$ cat src/logic/gpx_pkg.sv
`default_nettype none
package gpx_pkg;
    // ==========================================================
    // Widths and register selectors.
    localparam int         PORT_W   = 8;
    localparam int         PINS_W   = 16;
    localparam logic [2:0] REG_IN0  = 3'h0;
    localparam logic [2:0] REG_IN1  = 3'h1;
    localparam logic [2:0] REG_OUT0 = 3'h2;
    localparam logic [2:0] REG_OUT1 = 3'h3;
    localparam logic [2:0] REG_POL0 = 3'h4;
    localparam logic [2:0] REG_POL1 = 3'h5;
    localparam logic [2:0] REG_DIR0 = 3'h6;
    localparam logic [2:0] REG_DIR1 = 3'h7;
    // ==========================================================
    // Reset values.
    localparam logic [7:0] OUT_RST  = 8'hFF;
    localparam logic [7:0] POL_RST  = 8'h00;
    localparam logic [7:0] DIR_RST  = 8'hFF;
    // Upper five target address bits; the value is arbitrary.
    localparam logic [4:0] TGT_HI_DEF = 5'h10;
    localparam logic [3:0] BYTE_BITS  = 4'h8;
    localparam logic [3:0] CNT_ZERO   = 4'h0;
    localparam logic [3:0] CNT_ONE    = 4'h1;
    // ==========================================================
    // Bus target states.
    typedef enum logic [7:0] {
        ST_IDLE = 8'h01,
        ST_ADDR = 8'h02,
        ST_AACK = 8'h04,
        ST_CMD  = 8'h08,
        ST_CACK = 8'h10,
        ST_WR   = 8'h20,
        ST_RD   = 8'h40,
        ST_MACK = 8'h80
    } gpx_state_e;
endpackage
`default_nettype wire

$ cat src/logic/gpx_bank_if.sv
`timescale 1ns/1ps
`default_nettype none
interface gpx_bank_if;
    logic        we;
    logic [2:0]  waddr;
    logic [7:0]  wdata;
    logic [2:0]  raddr;
    logic [7:0]  rdata;
    logic [15:0] out_q;
    logic [15:0] pol_q;
    logic [15:0] dir_q;
    modport ctrl (output we, waddr, wdata, raddr, input rdata, out_q, pol_q, dir_q);
    modport bank (input we, waddr, wdata, raddr, output rdata, out_q, pol_q, dir_q);
endinterface
`default_nettype wire

$ cat src/logic/gpx_expander.sv
`timescale 1ns/1ps
`default_nettype none
module gpx_expander
    import gpx_pkg::*;
#(
    parameter logic [4:0] TGT_HI = TGT_HI_DEF
) (
    input  wire logic        clk_in,
    input  wire logic        rstn_in,
    input  wire logic        scl_in,
    input  wire logic        sda_in,
    output var  logic        sda_out_out,
    output var  logic        sda_oe_out,
    input  wire logic        addr_strap_lo_in,
    input  wire logic        addr_strap_hi_in,
    input  wire logic [15:0] port_pins_in,
    output var  logic [15:0] port_pins_out,
    output var  logic [15:0] port_pins_oe_out,
    output var  logic        alert_n_out,
    output var  logic        alert_oe_out
);
    gpx_bank_if bus ();

    gpx_bank u_bank (
        .clk_in  (clk_in),
        .rstn_in (rstn_in),
        .bus     (bus.bank)
    );

    gpx_state_e  st_r, st_nxt;
    logic [3:0]  cnt_r, cnt_nxt;
    logic [7:0]  sh_r, sh_nxt;
    logic [7:0]  tx_r, tx_nxt;
    logic [2:0]  ptr_r, ptr_nxt;
    logic        sda_oe_r, sda_oe_nxt;
    logic        mack_r, mack_nxt;
    logic [15:0] snap_r, snap_nxt;
    logic        load_w;
    logic [7:0]  load_byte;
    logic        scl_q, sda_q, init_r;
    logic [1:0]  strap_r;
    logic [15:0] pin_out_r, pin_oe_r;
    logic        alert_r, alert_nxt;
    logic        rise_w, fall_w, start_w, stop_w;
    logic [15:0] live_v;
    logic [6:0]  own_addr;

    function automatic logic [7:0] half(input logic [15:0] v, input logic hi);
        half = hi ? v[15:8] : v[7:0];
    endfunction

    function automatic logic is_input_reg(input logic [2:0] a);
        is_input_reg = (a == REG_IN0) || (a == REG_IN1);
    endfunction

    // ==========================================================
    // Line events and live input levels.
    assign rise_w   = !scl_q && scl_in;
    assign fall_w   = scl_q && !scl_in;
    assign start_w  = scl_q && scl_in && sda_q && !sda_in;
    assign stop_w   = scl_q && scl_in && !sda_q && sda_in;
    assign live_v   = port_pins_in ^ bus.pol_q;
    assign own_addr = {TGT_HI, strap_r};
    assign bus.raddr = ptr_r;
    assign load_byte = is_input_reg(ptr_r) ? half(live_v, ptr_r[0]) : bus.rdata;

    // ==========================================================
    // Bus target machine.
    always_comb begin
        st_nxt     = st_r;
        cnt_nxt    = cnt_r;
        sh_nxt     = sh_r;
        tx_nxt     = tx_r;
        ptr_nxt    = ptr_r;
        sda_oe_nxt = sda_oe_r;
        mack_nxt   = mack_r;
        snap_nxt   = snap_r;
        load_w     = 1'b0;
        bus.we     = 1'b0;
        bus.waddr  = ptr_r;
        bus.wdata  = sh_r;
        if (!init_r) begin
            snap_nxt = live_v;
        end
        if (stop_w) begin
            st_nxt     = ST_IDLE;
            sda_oe_nxt = 1'b0;
        end else if (start_w) begin
            st_nxt     = ST_ADDR;
            cnt_nxt    = CNT_ZERO;
            sda_oe_nxt = 1'b0;
        end else if (rise_w) begin
            case (st_r)
                ST_ADDR, ST_CMD, ST_WR: begin
                    sh_nxt  = {sh_r[6:0], sda_in};
                    cnt_nxt = cnt_r + CNT_ONE;
                end
                ST_RD:   cnt_nxt = cnt_r + CNT_ONE;
                ST_MACK: mack_nxt = !sda_in;
                default: ;
            endcase
        end else if (fall_w) begin
            case (st_r)
                ST_ADDR: begin
                    if (cnt_r == BYTE_BITS) begin
                        cnt_nxt = CNT_ZERO;
                        if (sh_r[7:1] == own_addr) begin
                            sda_oe_nxt = 1'b1;
                            st_nxt     = ST_AACK;
                        end else begin
                            st_nxt = ST_IDLE;
                        end
                    end
                end
                ST_CMD: begin
                    if (cnt_r == BYTE_BITS) begin
                        cnt_nxt    = CNT_ZERO;
                        ptr_nxt    = sh_r[2:0];
                        sda_oe_nxt = 1'b1;
                        st_nxt     = ST_CACK;
                    end
                end
                ST_WR: begin
                    if (cnt_r == BYTE_BITS) begin
                        cnt_nxt    = CNT_ZERO;
                        bus.we     = !is_input_reg(ptr_r);
                        ptr_nxt    = {ptr_r[2:1], !ptr_r[0]};
                        sda_oe_nxt = 1'b1;
                        st_nxt     = ST_CACK;
                    end
                end
                ST_AACK: begin
                    if (sh_r[0]) begin
                        load_w = 1'b1;
                    end else begin
                        sda_oe_nxt = 1'b0;
                        st_nxt     = ST_CMD;
                    end
                end
                ST_CACK: begin
                    sda_oe_nxt = 1'b0;
                    st_nxt     = ST_WR;
                end
                ST_RD: begin
                    if (cnt_r == BYTE_BITS) begin
                        cnt_nxt    = CNT_ZERO;
                        sda_oe_nxt = 1'b0;
                        st_nxt     = ST_MACK;
                    end else begin
                        tx_nxt     = {tx_r[6:0], 1'b0};
                        sda_oe_nxt = !tx_r[6];
                    end
                end
                ST_MACK: begin
                    if (mack_r) begin
                        load_w = 1'b1;
                    end else begin
                        st_nxt = ST_IDLE;
                    end
                end
                default: st_nxt = ST_IDLE;
            endcase
        end
        if (load_w) begin
            tx_nxt     = load_byte;
            sda_oe_nxt = !load_byte[7];
            cnt_nxt    = CNT_ZERO;
            ptr_nxt    = {ptr_r[2:1], !ptr_r[0]};
            st_nxt     = ST_RD;
            if (is_input_reg(ptr_r)) begin
                snap_nxt[{ptr_r[0], 3'h0} +: 8] = load_byte;
            end
        end
    end

    always_ff @(posedge clk_in or negedge rstn_in) begin
        if (!rstn_in) begin
            st_r     <= ST_IDLE;
            cnt_r    <= CNT_ZERO;
            sh_r     <= 8'h00;
            tx_r     <= 8'h00;
            ptr_r    <= REG_IN0;
            sda_oe_r <= 1'b0;
            mack_r   <= 1'b0;
            snap_r   <= 16'h0000;
        end else begin
            st_r     <= st_nxt;
            cnt_r    <= cnt_nxt;
            sh_r     <= sh_nxt;
            tx_r     <= tx_nxt;
            ptr_r    <= ptr_nxt;
            sda_oe_r <= sda_oe_nxt;
            mack_r   <= mack_nxt;
            snap_r   <= snap_nxt;
        end
    end

    // ==========================================================
    // Pin drivers, alert and line sampling.
    always_comb begin
        alert_nxt = init_r && (live_v != snap_r);
    end

    always_ff @(posedge clk_in or negedge rstn_in) begin
        if (!rstn_in) begin
            scl_q     <= 1'b1;
            sda_q     <= 1'b1;
            init_r    <= 1'b0;
            strap_r   <= 2'h0;
            pin_out_r <= {OUT_RST, OUT_RST};
            pin_oe_r  <= 16'h0000;
            alert_r   <= 1'b0;
        end else begin
            scl_q     <= scl_in;
            sda_q     <= sda_in;
            init_r    <= 1'b1;
            strap_r   <= {addr_strap_hi_in, addr_strap_lo_in};
            pin_out_r <= bus.out_q;
            pin_oe_r  <= ~bus.dir_q;
            alert_r   <= alert_nxt;
        end
    end

    assign sda_out_out      = 1'b0;
    assign sda_oe_out       = sda_oe_r;
    assign port_pins_out    = pin_out_r;
    assign port_pins_oe_out = pin_oe_r;
    assign alert_n_out      = 1'b0;
    assign alert_oe_out     = alert_r;
endmodule // gpx_expander
`default_nettype wire

$ cat src/logic/gpx_bank.sv
`timescale 1ns/1ps
`default_nettype none
module gpx_bank
    import gpx_pkg::*;
(
    input wire logic clk_in,
    input wire logic rstn_in,
    gpx_bank_if.bank bus
);
    logic [15:0] out_r, out_nxt;
    logic [15:0] pol_r, pol_nxt;
    logic [15:0] dir_r, dir_nxt;
    logic [7:0]  rdata_r, rdata_nxt;

    function automatic logic [7:0] half(input logic [15:0] v, input logic hi);
        half = hi ? v[15:8] : v[7:0];
    endfunction

    // ==========================================================
    // Writable pairs and registered read port.
    always_comb begin
        out_nxt = out_r;
        pol_nxt = pol_r;
        dir_nxt = dir_r;
        if (bus.we) begin
            case (bus.waddr)
                REG_OUT0: out_nxt[7:0]  = bus.wdata;
                REG_OUT1: out_nxt[15:8] = bus.wdata;
                REG_POL0: pol_nxt[7:0]  = bus.wdata;
                REG_POL1: pol_nxt[15:8] = bus.wdata;
                REG_DIR0: dir_nxt[7:0]  = bus.wdata;
                REG_DIR1: dir_nxt[15:8] = bus.wdata;
                default: ;
            endcase
        end
        case (bus.raddr[2:1])
            REG_OUT0[2:1]: rdata_nxt = half(out_r, bus.raddr[0]);
            REG_POL0[2:1]: rdata_nxt = half(pol_r, bus.raddr[0]);
            REG_DIR0[2:1]: rdata_nxt = half(dir_r, bus.raddr[0]);
            default:       rdata_nxt = 8'h00;
        endcase
    end

    always_ff @(posedge clk_in or negedge rstn_in) begin
        if (!rstn_in) begin
            out_r   <= {OUT_RST, OUT_RST};
            pol_r   <= {POL_RST, POL_RST};
            dir_r   <= {DIR_RST, DIR_RST};
            rdata_r <= 8'h00;
        end else begin
            out_r   <= out_nxt;
            pol_r   <= pol_nxt;
            dir_r   <= dir_nxt;
            rdata_r <= rdata_nxt;
        end
    end

    assign bus.out_q = out_r;
    assign bus.pol_q = pol_r;
    assign bus.dir_q = dir_r;
    assign bus.rdata = rdata_r;
endmodule // gpx_bank
`default_nettype wire

$ cat config.mk
export PLATFORM = sky130hd
export DESIGN_NAME = gpx_expander
export DESIGN_NICKNAME = d
export VERILOG_FILES = /design/src/logic/gpx_pkg.sv /design/src/logic/gpx_bank_if.sv /design/src/logic/gpx_expander.sv /design/src/logic/gpx_bank.sv
export SDC_FILE = /design/constraint.sdc
export NUM_CORES = 1
export LEC_CHECK = 0
export BUFFER_PORTS_ARGS = -buffer_cell sky130_fd_sc_hd__buf_2
export CAP_MARGIN = 30
export CELL_PAD_IN_SITES_DETAIL_PLACEMENT = 0
export CELL_PAD_IN_SITES_GLOBAL_PLACEMENT = 1
export CORE_MARGIN = 8
export CORE_UTILIZATION = 45
export CTS_CLUSTER_DIAMETER = 40
export DETAILED_ROUTE_END_ITERATION = 10
export GPL_ROUTABILITY_DRIVEN = 0
export PLACE_DENSITY_LB_ADDON = 0.05
export SYNTH_ARGS = -nofsm -noshare
export SYNTH_HDL_FRONTEND = slang
export SYNTH_HIERARCHICAL = 1
export SYNTH_SLANG_ARGS = --single-unit
$ cat constraint.sdc
create_clock -name clk_in -period 3 [get_ports clk_in]
set_clock_uncertainty 0.15 [all_clocks]
set_input_delay 0.3 -clock clk_in [delete_from_list [all_inputs] [get_ports clk_in]]
set_output_delay 0.3 -clock clk_in [all_outputs]
set_load 0.1 [all_outputs]
==> impl_results.md <==
- Vias in the first global route: 4400
- Critical Path RT: 3150 ps
- DRT Wirelength: 15150 um
- Post-synth ARST share: 100.0%
- Worst-margin pin slew: 704.5 ps
- Pre-CTS setup slack: 279.7 ps
- Crit Path Category: flip-flop to flip-flop
- Clock tree root buffer cell: clkbuf_16
- Number of flops mapped to enable cells by yosys: 0
- GRT overflow: 0
- First-pass GRT wire length: 24660 um
- Max-slew violations: 0
- Layout area overhead: 16.16%
- Internal: 3.228 mW
- HP Class: input port to flip-flop
- Yosys reg bits: 142
- Status: finished, final reports clean
- Die Area: 18870 um^2
- Final setup margin: 278.6 ps
- Min Tclk post-route: 2721 ps
- Logic pwr share: 6.0%
- Ports: 58
- Antenna Nets Post-Route: 0
- CTS Buf Count: 17
- Setup violators final: 0
- Final hold slack: 137.1 ps
- Placed Cells: 734
- Rel. slew slack: 52.60%
- GRT Resource Usage Total: 17.33%
- Largest net degree at the start of global routing: 73
- Fraction of layout cells with a size suffix above 1: 40.37%
- Critical path endpoint category: flip-flop
- Initial antenna violation count: 0
- Dominant synthesized flop cell: dfrtp_1
- Post-Syn Area: 6629 um^2
- Clock power share: 47.3%
- Port Buf Inserts: 55
- Pwr dens: 554.1 nW/um^2
- Row count: 44
- Vias per cell: 5.372
- Cells after Synth: 507
- Routed vias: 4142
- Starting density of the core: 45.78%
- Seq pwr share: 46.7%
- Max Fanout on Critical Path: 8
- Mapped Avg Cell Area: 13.07 um^2
- Worst EP arrival: 2870 ps
- Ys Warns: 6
- Post-synth cell types: 60
- Detailed placer's ending HPWL: 10430 um
- Sequential fraction of the synthesis area: 54.57%
- Reg clk slew, reported paths: 60 ps
- Post CTS Setup Buffer Count: 0
- Core ar.: 14480 um^2
- Max-cap violations: 0
- Fin util: 53.18%
- Power Total: 4.267 mW
- Clk sinks: 142
- Clk Latency, worst-skew pair: 420 ps
- Final instance area: 7700 um^2
- Max Freq: 367.5 MHz
- Worst IR Drop VDD: 0.3862 mV
- Die Ht: 137.4 um
- Sw power: 1.039 mW
- CP startpoint kind: flip-flop
- TritonRoute pass-1 iters: 4
- Antenna cells: 0
- H-Tree Depth: 4
- Clock buffer depth: 2
- DRC violations left: 0
- # nets final: 598
- Fin crit share: 90.71%
- Leakage: 3.379 nW
- Die Wd: 137.4 um
- TritonCTS clock tree: yes
- Avg WL per Cell: 19.65 um
- Iteration-0 DRC Markers: 229
- Placed Area: 7092 um^2
- Post-Layout Cell Count: 771
- Switching share of power: 24.36%
- RSZ-0062 raised after global routing: false
- Setup_tns: 0 ps
- Final Hold Fails: 0
worst max-delay path, stage by stage, from the launching register on:
cell and delay [ps]:
dfrtp_1 490, nor4_4 470, nand4_2 200, a211o_1 430, o31a_1 500, mux2_4 360
cells in the final DEF (no fill, tap or decap), drive strengths merged, types with 15 or more instances in the layout:
cell type / instances
dfstp: 51
mux2: 70
xnor2: 20
nor2: 15
xor2: 17
inv: 26
o21ai: 25
nand2: 17
clkbuf: 22
mux2i: 42
dfrtp: 91
buf: 68
Yosys cell counts, types with 5 or more instances:
master	n	area share, %
dfrtp_1	91	34
mux2_2	55	9.3
dfstp_2	51	20
mux2i_1	42	6.3
o21ai_0	24	1.8
inv_1	22	1.2
xnor2_1	20	2.6
xor2_1	17	2.2
nand2_1	16	0.91
mux2_4	15	3.4
nor2_1	15	0.85
nand4_1	12	1.1
clkbuf_1	10	0.57
nor3_1	8	0.60
o22a_1	8	1.1
nand2b_1	7	0.66
buf_4	6	0.68
buf_6	6	1.0
nand3_1	6	0.45
o211ai_1	5	0.57
o221a_2	5	0.85
per-layer routing:
| metal | track usage [%] | wire length (um) | vias to the layer above |
|---|---|---|---|
| met1 | 23.36 | 7377 | 2114 |
| li1 | - | - | 1963 |
| met3 | 4.303 | 427 | 8 |
| met5 | 0 | 0 | - |
| met4 | 5.069 | 136 | 0 |
| met2 | 27.08 | 7213 | 57 |
sequential cells by signal, summed over array words and instances (netlist names):
name              flops
u_bank/bus.pol_q     16
init_r                1
strap_r               2
port_pins_out        16
u_bank/bus.rdata      8
cnt_r                 4
bus.wdata             8
sda_oe_out            1
sda_q                 1
scl_q                 1
u_bank/bus.dir_q     16
bus.raddr             3
port_pins_oe_out     16
alert_oe_out          1
st_r                  8
tx_r                  7
snap_r               16
mack_r                1
u_bank/bus.out_q     16
power groups by stage:
stage,Combinational (mW),Sequential [mW],Clock (mW)
after global routing,0.282,2.00,2.14
after CTS,0.263,1.99,2.07
after detailed placement,0.257,2.02,0
after global placement,0.254,2.02,0
after floorplan,0.131,2.05,0
final,0.256,1.99,2.02
worst paths after layout:
path,start,end,slack [ps],depth (start not counted)
hold / removal,port_pins_in[11],snap_r[11],140,4
min in group asynchronous,rstn_in,st_r[1],310,2
hold reg to reg,u_bank/bus.out_q[6],port_pins_out[6],220,0
setup / recovery,st_r[4],snap_r[7],280,5
setup reg to reg,st_r[4],snap_r[7],280,5
max in group asynchronous,rstn_in,u_bank/bus.dir_q[2],1490,3
kinds of logic (layout without fill, tap and decap cells):
logic type | Yosys count | in the layout | share of synthesized area, %
AOI/OAI and AO/OA | 74 | 74 | 8.268
xor gates and xnor gates | 37 | 37 | 4.889
adders and majority gates | 2 | 2 | 0.3774
buffers and inverters | 48 | 127 | 3.794
DFF | 142 | 142 | 54.57
muxes | 112 | 112 | 19.08
other | 2 | 3 | 0.1133
and+or+nand+nor | 90 | 90 | 8.909
area by class of cell:
type	instances	area [um^2]
repair buffers	73	441.7
clock buffers	22	454.2
well taps	184	230.2
flip-flops and latches	142	3618
inverters	22	82.58
multi-input cells	318	2769
clock inverters	10	103.9
fillers	1280	6779
what timing repair did:
action | in CTS | in global routing
hold endpoints to repair | 38 | 0
gates resized for setup | 0 | 0
setup endpoints to repair | 0 | 0
hold buffers | 5 | 0
Power figures use the tool's default switching activity.
